==> config.mk <==
export PLATFORM = sky130hd
export DESIGN_NAME = rbt_transceiver
export DESIGN_NICKNAME = d
export VERILOG_FILES = /design/src/design/rbt_pkg.sv /design/src/design/rbt_transceiver.sv
export SDC_FILE = /design/constraint.sdc
export NUM_CORES = 1
export LEC_CHECK = 0
export BUFFER_PORTS_ARGS = -buffer_cell sky130_fd_sc_hd__buf_4
export CORE_MARGIN = 5
export CORE_UTILIZATION = 51
export CTS_BUF_LIST = sky130_fd_sc_hd__clkbuf_4 sky130_fd_sc_hd__clkbuf_8 sky130_fd_sc_hd__clkbuf_16
export DETAILED_ROUTE_END_ITERATION = 8
export GPL_TIMING_DRIVEN = 0
export PLACE_DENSITY = 0.83
export REMOVE_ABC_BUFFERS = 1
export SETUP_SLACK_MARGIN = 0.3
export SLEW_MARGIN = 5
export SYNTH_ARGS = -nofsm -noshare
export SYNTH_HDL_FRONTEND = slang
export SYNTH_SLANG_ARGS = --single-unit
==> constraint.sdc <==
create_clock -name CLK -period 4.4 [get_ports CLK]
set_input_delay 0.22 -clock CLK [delete_from_list [all_inputs] [get_ports CLK]]
set_output_delay 0.22 -clock CLK [all_outputs]
set_load 0.01 [all_outputs]
==> src/design/rbt_pkg.sv <==
// constants shared by the registered bus transceiver
package rbt_pkg;
    // ----------------------------------------------------------------
    // register bus
    // ----------------------------------------------------------------
    localparam int RBT_ADDR_W = 12;
    localparam int RBT_DATA_W = 32;
    localparam logic [11:0] RBT_OFF_CTRL = 12'h000;
    localparam logic [11:0] RBT_OFF_STORE = 12'h004;
    localparam logic [11:0] RBT_OFF_LIVE = 12'h008;
    localparam logic [1:0] RBT_RESP_OKAY = 2'h0;
    localparam logic [1:0] RBT_RESP_SLVERR = 2'h2;
    // ----------------------------------------------------------------
    // control register fields
    // ----------------------------------------------------------------
    localparam int RBT_CTRL_W = 4;
    localparam int RBT_BIT_B_DRV = 0;
    localparam int RBT_BIT_A_DRV_N = 1;
    localparam int RBT_BIT_B_SRC = 2;
    localparam int RBT_BIT_A_SRC = 3;
    localparam logic [3:0] RBT_CTRL_RST = 4'h2;
    // ----------------------------------------------------------------
    // data layout
    // ----------------------------------------------------------------
    localparam int RBT_HALF = 16;
    localparam int RBT_WIDTH_DEF = 8;
endpackage

==> src/design/rbt_transceiver.sv <==
// registered inverting bus transceiver with an AXI4-Lite control port
module rbt_transceiver
    import rbt_pkg::*;
#(
    parameter int WIDTH = RBT_WIDTH_DEF
) (
    input wire logic CLK,
    input wire logic RST,
    input wire logic CE,
    input wire logic [WIDTH-1:0] A_IN,
    output logic [WIDTH-1:0] A_OUT,
    output logic A_OE_N,
    input wire logic [WIDTH-1:0] B_IN,
    output logic [WIDTH-1:0] B_OUT,
    output logic B_OE_N,
    input wire logic A_CAPTURE_CLOCK,
    input wire logic B_CAPTURE_CLOCK,
    input wire logic [RBT_ADDR_W-1:0] S_AXI_AWADDR,
    input wire logic S_AXI_AWVALID,
    output logic S_AXI_AWREADY,
    input wire logic [RBT_DATA_W-1:0] S_AXI_WDATA,
    input wire logic [3:0] S_AXI_WSTRB,
    input wire logic S_AXI_WVALID,
    output logic S_AXI_WREADY,
    output logic [1:0] S_AXI_BRESP,
    output logic S_AXI_BVALID,
    input wire logic S_AXI_BREADY,
    input wire logic [RBT_ADDR_W-1:0] S_AXI_ARADDR,
    input wire logic S_AXI_ARVALID,
    output logic S_AXI_ARREADY,
    output logic [RBT_DATA_W-1:0] S_AXI_RDATA,
    output logic [1:0] S_AXI_RRESP,
    output logic S_AXI_RVALID,
    input wire logic S_AXI_RREADY
);
    // ----------------------------------------------------------------
    // parameter check
    // ----------------------------------------------------------------
    if (WIDTH < 1 || WIDTH > RBT_HALF - 1) begin : g_width_chk
        $error("WIDTH must lie between 1 and 15");
    end

    // ----------------------------------------------------------------
    // decode helpers
    // ----------------------------------------------------------------
    function automatic logic rbt_hit(input logic [RBT_ADDR_W-1:0] addr,
                                     input logic [11:0] off);
        rbt_hit = (addr[RBT_ADDR_W-1:2] == off[RBT_ADDR_W-1:2]);
    endfunction

    function automatic logic rbt_known(input logic [RBT_ADDR_W-1:0] addr);
        rbt_known = rbt_hit(addr, RBT_OFF_CTRL)
            || rbt_hit(addr, RBT_OFF_STORE)
            || rbt_hit(addr, RBT_OFF_LIVE);
    endfunction

    // ----------------------------------------------------------------
    // state
    // ----------------------------------------------------------------
    logic [RBT_CTRL_W-1:0] ctrl_reg;
    logic [WIDTH-1:0] a_store_reg;
    logic [WIDTH-1:0] b_store_reg;
    logic a_cap_prev_reg;
    logic b_cap_prev_reg;
    logic [WIDTH-1:0] a_out_reg;
    logic [WIDTH-1:0] b_out_reg;
    logic a_oe_n_reg;
    logic b_oe_n_reg;
    logic awready_reg;
    logic wready_reg;
    logic bvalid_reg;
    logic [1:0] bresp_reg;
    logic arready_reg;
    logic rvalid_reg;
    logic [1:0] rresp_reg;
    logic [RBT_DATA_W-1:0] rdata_reg;
    logic [RBT_ADDR_W-1:0] aw_addr_reg;
    logic [RBT_DATA_W-1:0] w_data_reg;
    logic [3:0] w_strb_reg;

    // ----------------------------------------------------------------
    // control fields and transfer paths
    // ----------------------------------------------------------------
    wire b_side_drive_enable = ctrl_reg[RBT_BIT_B_DRV];
    wire a_side_drive_enable_n = ctrl_reg[RBT_BIT_A_DRV_N];
    wire b_source_select = ctrl_reg[RBT_BIT_B_SRC];
    wire a_source_select = ctrl_reg[RBT_BIT_A_SRC];
    wire a_cap_rise = A_CAPTURE_CLOCK && !a_cap_prev_reg;
    wire b_cap_rise = B_CAPTURE_CLOCK && !b_cap_prev_reg;
    // mux between live and stored source, then invert
    wire [WIDTH-1:0] b_out_next = b_source_select ? ~a_store_reg : ~A_IN;
    wire [WIDTH-1:0] a_out_next = a_source_select ? ~b_store_reg : ~B_IN;
    // drive only when enabled, otherwise the port is an input
    wire b_oe_n_next = !b_side_drive_enable;
    wire a_oe_n_next = a_side_drive_enable_n;

    // ----------------------------------------------------------------
    // bus outputs
    // ----------------------------------------------------------------
    always_ff @(posedge CLK or posedge RST) begin
        if (RST) begin
            a_out_reg <= '0;
            b_out_reg <= '0;
            a_oe_n_reg <= 1'b1;
            b_oe_n_reg <= 1'b1;
            a_cap_prev_reg <= 1'b1;
            b_cap_prev_reg <= 1'b1;
        end else if (CE) begin
            a_out_reg <= a_out_next;
            b_out_reg <= b_out_next;
            a_oe_n_reg <= a_oe_n_next;
            b_oe_n_reg <= b_oe_n_next;
            a_cap_prev_reg <= A_CAPTURE_CLOCK;
            b_cap_prev_reg <= B_CAPTURE_CLOCK;
        end
    end

    // ----------------------------------------------------------------
    // capture registers, one pair per bit channel, no reset
    // ----------------------------------------------------------------
    always_ff @(posedge CLK) begin
        if (CE && a_cap_rise) begin
            a_store_reg <= A_IN;
        end
        if (CE && b_cap_rise) begin
            b_store_reg <= B_IN;
        end
    end

    // ----------------------------------------------------------------
    // register bus decode
    // ----------------------------------------------------------------
    wire aw_take = S_AXI_AWVALID && awready_reg;
    wire w_take = S_AXI_WVALID && wready_reg;
    wire wr_go = !awready_reg && !wready_reg && !bvalid_reg;
    wire wr_ctrl = wr_go && rbt_hit(aw_addr_reg, RBT_OFF_CTRL)
        && w_strb_reg[0];
    wire [1:0] wr_resp = rbt_known(aw_addr_reg) ? RBT_RESP_OKAY
        : RBT_RESP_SLVERR;
    wire ar_take = S_AXI_ARVALID && arready_reg;
    wire [RBT_DATA_W-1:0] rd_ctrl = {{(RBT_DATA_W-RBT_CTRL_W){1'b0}},
        ctrl_reg};
    wire [RBT_DATA_W-1:0] rd_store = {{(RBT_HALF-WIDTH){1'b0}},
        b_store_reg, {(RBT_HALF-WIDTH){1'b0}}, a_store_reg};
    wire [RBT_DATA_W-1:0] rd_live = {{(RBT_HALF-WIDTH){1'b0}}, B_IN,
        {(RBT_HALF-WIDTH){1'b0}}, A_IN};
    wire [RBT_DATA_W-1:0] rd_data =
        rbt_hit(S_AXI_ARADDR, RBT_OFF_CTRL) ? rd_ctrl :
        rbt_hit(S_AXI_ARADDR, RBT_OFF_STORE) ? rd_store :
        rbt_hit(S_AXI_ARADDR, RBT_OFF_LIVE) ? rd_live : '0;
    wire [1:0] rd_resp = rbt_known(S_AXI_ARADDR) ? RBT_RESP_OKAY
        : RBT_RESP_SLVERR;

    // ----------------------------------------------------------------
    // write channel
    // ----------------------------------------------------------------
    always_ff @(posedge CLK or posedge RST) begin
        if (RST) begin
            awready_reg <= 1'b1;
            wready_reg <= 1'b1;
            bvalid_reg <= 1'b0;
            bresp_reg <= RBT_RESP_OKAY;
            aw_addr_reg <= '0;
            w_data_reg <= '0;
            w_strb_reg <= '0;
            ctrl_reg <= RBT_CTRL_RST;
        end else if (CE) begin
            if (aw_take) begin
                aw_addr_reg <= S_AXI_AWADDR;
                awready_reg <= 1'b0;
            end
            if (w_take) begin
                w_data_reg <= S_AXI_WDATA;
                w_strb_reg <= S_AXI_WSTRB;
                wready_reg <= 1'b0;
            end
            if (wr_go) begin
                bvalid_reg <= 1'b1;
                bresp_reg <= wr_resp;
            end
            if (wr_ctrl) begin
                ctrl_reg <= w_data_reg[RBT_CTRL_W-1:0];
            end
            if (bvalid_reg && S_AXI_BREADY) begin
                bvalid_reg <= 1'b0;
                awready_reg <= 1'b1;
                wready_reg <= 1'b1;
            end
        end
    end

    // ----------------------------------------------------------------
    // read channel
    // ----------------------------------------------------------------
    always_ff @(posedge CLK or posedge RST) begin
        if (RST) begin
            arready_reg <= 1'b1;
            rvalid_reg <= 1'b0;
            rresp_reg <= RBT_RESP_OKAY;
            rdata_reg <= '0;
        end else if (CE) begin
            if (ar_take) begin
                arready_reg <= 1'b0;
                rvalid_reg <= 1'b1;
                rresp_reg <= rd_resp;
                rdata_reg <= rd_data;
            end
            if (rvalid_reg && S_AXI_RREADY) begin
                rvalid_reg <= 1'b0;
                arready_reg <= 1'b1;
            end
        end
    end

    // ----------------------------------------------------------------
    // output wiring
    // ----------------------------------------------------------------
    assign A_OUT = a_out_reg;
    assign B_OUT = b_out_reg;
    assign A_OE_N = a_oe_n_reg;
    assign B_OE_N = b_oe_n_reg;
    assign S_AXI_AWREADY = awready_reg;
    assign S_AXI_WREADY = wready_reg;
    assign S_AXI_BVALID = bvalid_reg;
    assign S_AXI_BRESP = bresp_reg;
    assign S_AXI_ARREADY = arready_reg;
    assign S_AXI_RVALID = rvalid_reg;
    assign S_AXI_RRESP = rresp_reg;
    assign S_AXI_RDATA = rdata_reg;

    // ----------------------------------------------------------------
    // checks
    // ----------------------------------------------------------------
    live_b_path_a:
    assert property (@(posedge CLK) disable iff (RST)
        CE && b_side_drive_enable && !b_source_select
        |=> !B_OE_N && B_OUT == ~$past(A_IN))
        else $error("B port not driven from inverted live A");

    live_a_path_a:
    assert property (@(posedge CLK) disable iff (RST)
        CE && !a_side_drive_enable_n && !a_source_select
        |=> !A_OE_N && A_OUT == ~$past(B_IN))
        else $error("A port not driven from inverted live B");

    stored_both_a:
    assert property (@(posedge CLK) disable iff (RST)
        CE && b_side_drive_enable && !a_side_drive_enable_n
        && b_source_select && a_source_select
        |=> !A_OE_N && !B_OE_N && B_OUT == ~$past(a_store_reg)
        && A_OUT == ~$past(b_store_reg))
        else $error("stored data not driven onto both ports");

    stored_select_a:
    assert property (@(posedge CLK) disable iff (RST)
        CE && b_source_select
        ##1 CE && b_source_select && $stable(a_store_reg)
        |=> $stable(B_OUT))
        else $error("stored B output moved without a capture");

    isolation_a:
    assert property (@(posedge CLK) disable iff (RST)
        CE && !b_side_drive_enable && a_side_drive_enable_n
        |=> A_OE_N && B_OE_N)
        else $error("a port drives while isolated");

    capture_a_a:
    assert property (@(posedge CLK) disable iff (RST)
        CE && A_CAPTURE_CLOCK && !a_cap_prev_reg
        |=> a_store_reg == $past(A_IN))
        else $error("A capture register missed its edge");

    capture_b_a:
    assert property (@(posedge CLK) disable iff (RST)
        CE && B_CAPTURE_CLOCK && !b_cap_prev_reg
        |=> b_store_reg == $past(B_IN))
        else $error("B capture register missed its edge");

    hold_store_a:
    assert property (@(posedge CLK) disable iff (RST)
        !(CE && a_cap_rise) && !(CE && b_cap_rise)
        |=> $stable(a_store_reg) && $stable(b_store_reg))
        else $error("capture register changed without an edge");

    dual_load_a:
    assert property (@(posedge CLK) disable iff (RST)
        CE && !B_OE_N && a_cap_rise && b_cap_rise
        |=> a_store_reg == $past(A_IN) && b_store_reg == $past(B_IN))
        else $error("simultaneous capture lost a register");

    reinforce_a:
    assert property (@(posedge CLK) disable iff (RST)
        CE && b_side_drive_enable && !a_side_drive_enable_n
        && !b_source_select && !a_source_select
        |=> !A_OE_N && !B_OE_N && A_OUT == ~$past(B_IN)
        && B_OUT == ~$past(A_IN))
        else $error("ports do not reinforce each other");

    dual_load_b_a:
    assert property (@(posedge CLK) disable iff (RST)
        CE && !A_OE_N && a_cap_rise && b_cap_rise
        |=> a_store_reg == $past(A_IN) && b_store_reg == $past(B_IN))
        else $error("simultaneous capture from B lost a register");

    stored_a_sel_a:
    assert property (@(posedge CLK) disable iff (RST)
        CE && a_source_select
        ##1 CE && a_source_select && $stable(b_store_reg)
        |=> $stable(A_OUT))
        else $error("stored A output moved without a capture");

    ce_freeze_a:
    assert property (@(posedge CLK) disable iff (RST)
        !CE |=> $stable(A_OUT) && $stable(B_OUT)
        && $stable(A_OE_N) && $stable(B_OE_N))
        else $error("outputs moved while the clock enable was low");

    read_answer_a:
    assert property (@(posedge CLK) disable iff (RST)
        CE && S_AXI_ARVALID && S_AXI_ARREADY
        |=> S_AXI_RVALID && !S_AXI_ARREADY)
        else $error("read request not answered next cycle");

    write_done_a:
    assert property (@(posedge CLK) disable iff (RST)
        CE && S_AXI_BVALID && S_AXI_BREADY
        |=> !S_AXI_BVALID && S_AXI_AWREADY && S_AXI_WREADY)
        else $error("write channel not reopened after response");
endmodule

==> impl_metrics.csv <==
group,metric,value,unit
power_and_ir_drop,power_density,401,nW/um^2
routing,drt-vias-per-instance,5.40,
cts,postCtsHoldBufs,0,
global_route,track_usage,18.2,%
global_route,grt_pass1_vias,2503,
logic_synthesis,async_flop_share,79.5,%
setup_path,cp-end-kind,"flip-flop",
outcome,violations,"hold timing",
logic_synthesis,synth_simple_gate_area_share,7.40,%
cts,cts_resized,0,
setup_path,worst_path_largest_cell_delay,0.72,ns
timing,fin_crit,1.90,ns
timing,rsz0062_at_grt,"false",
logic_synthesis,synth.avg_cell_area,13.7,sq um
timing,max_slew_margin,14.3,%
cts,clk_latency,0.34,ns
floorplanning,io_pins,145,
routing,post-route-drc-count,0,
routing,drtIter0Drc,75,
setup_path,cpMaxStageDelayCell,"nand3_1",
cts,cts_buffers,9,
timing,slew_viol_final,0,
cells_and_area,finalInstanceArea,4290,sq um
cells_and_area,final_common_cell,"buf_4",
cts,clock-sinks,78,
logic_synthesis,synthFlopType,"dfrtp_1",
timing,hold_viol_final,10,
routing,vias,2301,
logic_synthesis,synthXorXnorAreaFrac,0,%
cells_and_area,fin_nets,427,
timing,clock_skew,0.00408,ns
timing,worst_slew_pin_slew,1.28,ns
setup_path,worstPathArrival,2.13,ns
placed_design,dp_hpwl,5.48,mm
cells_and_area,diodes,0,
cts,cts.root.buffer_cell,"clkbuf_8",
cts,htreeDepth,3,
setup_path,path_class,"flip-flop to flip-flop",
routing,wl,7.42,mm
routing,wl_per_cell,17.4,um
power_and_ir_drop,power_leakage,1.90,nW
routing,drtPass1Iterations,6,
setup_path,startpoint_type,"flip-flop",
global_route,grt_overflow_total,0,
timing,fmax,525,MHz
setup_path,required,4.63,ns
cts,cts_tree,"built",
cells_and_area,fill_cells,526,
logic_synthesis,synthAdderAreaFrac,0,%
timing,post-route-period-util,43.3,%
logic_synthesis,yosysWarnings,0,
cells_and_area,seq_area,2040,sq um
timing,finalSetupViolCount,0,
logic_synthesis,synth_compound_area_share,8.93,%
logic_synthesis,synth.area.mux_share,18.2,%
setup_path,critPathTopFamily,"simple AND/OR/NAND/NOR gates",
power_and_ir_drop,ir_worst_vdd,250,uV
cts,clk_pin_slew,0.08,ns
floorplanning,die_area,8500,sq um
placed_design,placed_cell_area,4110,sq um
worst_hold_path,min_path_type,"primary input to async pin",
placed_design,gp_routability_congestion,0.735,
placed_design,port_buffers,91,
logic_synthesis,synth_cell_type_count,34,
timing,tns,0,ns
cells_and_area,area_delta_synth_final,24.4,%
cells_and_area,multiInputGateArea,1260,sq um
logic_synthesis,synth_enable_flop_cells,16,
logic_synthesis,syn_area,3450,sq um
setup_path,path_cells,"nand3_1 > o31ai_1",
global_route,antenna_found_initial,0,
outcome,status,"finished, violations left",
cts,post_cts_buffers,0,
logic_synthesis,seq_area_frac_synth,59.2,%
floorplanning,num_rows,30,
floorplanning,core_area,6680,sq um
floorplanning,die_width,92.2,um
cells_and_area,drive_gt1_share,45.7,%
logic_synthesis,synth_top_family_by_area,"multiplexers",
cts,cts.path.max_buffers,2,
setup_path,crit_buf_inv,0,
cells_and_area,final_cell_mix,"91 x buf_4, 54 x dfrtp_1, 37 x mux2_2",
logic_synthesis,syn_inst,252,
global_route,grt_max_degree,37,
timing,whs,-0.00644,ns
global_route,grt_pass1_wl,12.0,mm
routing,ant_nets,0,
logic_synthesis,ys_ff_latch,78,
job,drv_cap,0,
floorplanning,initial_core_util,51.6,%
setup_path,crit_fanout,28,
floorplanning,die_y,92.2,um
cells_and_area,largest_reg_flops,16,
==> worst paths after layout <==
check	from	endpoint	slack (ns)	cells past startpoint
setup / recovery	S_AXI_ARREADY	S_AXI_RDATA[22]	2.50	2
max in group asynchronous	RST	b_cap_prev_reg	3.74	3
hold reg to reg	ctrl_reg[0]	B_OE_N	0.45	1
hold / removal	RST	B_OUT[3]	-0.006	2
min in group CLK	A_IN[2]	a_store_reg[2]	0.07	1
setup reg to reg	S_AXI_ARREADY	S_AXI_RDATA[22]	2.50	2
==> power by group <==
group	internal, mW	switching (mW)
clock	0.239	0.249
sequential	0.855	0.0793
combinational	0.177	0.120
==> cell usage after synthesis, drive strengths merged (4+ instances only) <==
master | n | area [sq um]
mux2 | 38 | 428
nand2 | 22 | 82.6
nand3 | 4 | 20.0
nor4 | 4 | 55.1
o31ai | 12 | 90.1
mux2i | 20 | 200
dfstp | 8 | 210
o21ai | 4 | 20.0
a2bb2oi | 4 | 35.0
buf | 28 | 195
dfrtp | 54 | 1350
edfxtp | 16 | 480
a22oi | 12 | 90.1
==> metrics by stage <==
step           cells  util, %  worst slack [ns]  total power, mW
2_1_floorplan    238        -              2.65             1.11
3_3_place_gp     409     61.2              1.84             1.23
3_5_place_dp     410     61.5              2.33             1.25
4_1_cts          426     64.2              2.48             1.74
5_1_grt          426     64.2              2.34             1.81
6_report         426     64.2              2.50             1.72
==> routing by layer <==
metal	vias up	routed length [um]	GRT usage, %
met5	-	0	0
met4	0	90	6.56
met3	9	587	5.58
met2	85	3760	31.9
met1	1133	2980	21.0
li1	1074	-	-
==> cell type report <==
| class | instances | area share (%) |
|---|---|---|
| timing repair buffer | 92 | 16.4 |
| tap | 80 | 2.33 |
| inverter | 1 | 0.0875 |
| multi-input combinational | 159 | 29.3 |
| clock buffer | 12 | 3.70 |
| sequential | 78 | 47.6 |
| clock inverter | 4 | 0.525 |
==> cell families (layout without fill, tap and decap cells) <==
logic type      Yosys count  count (layout)
simple gates             42              42
flops                    78              78
mux                      58              58
compound gates           41              41
buf+inv                  32             109
other cells               1              18
Power figures use the tool's default switching activity.
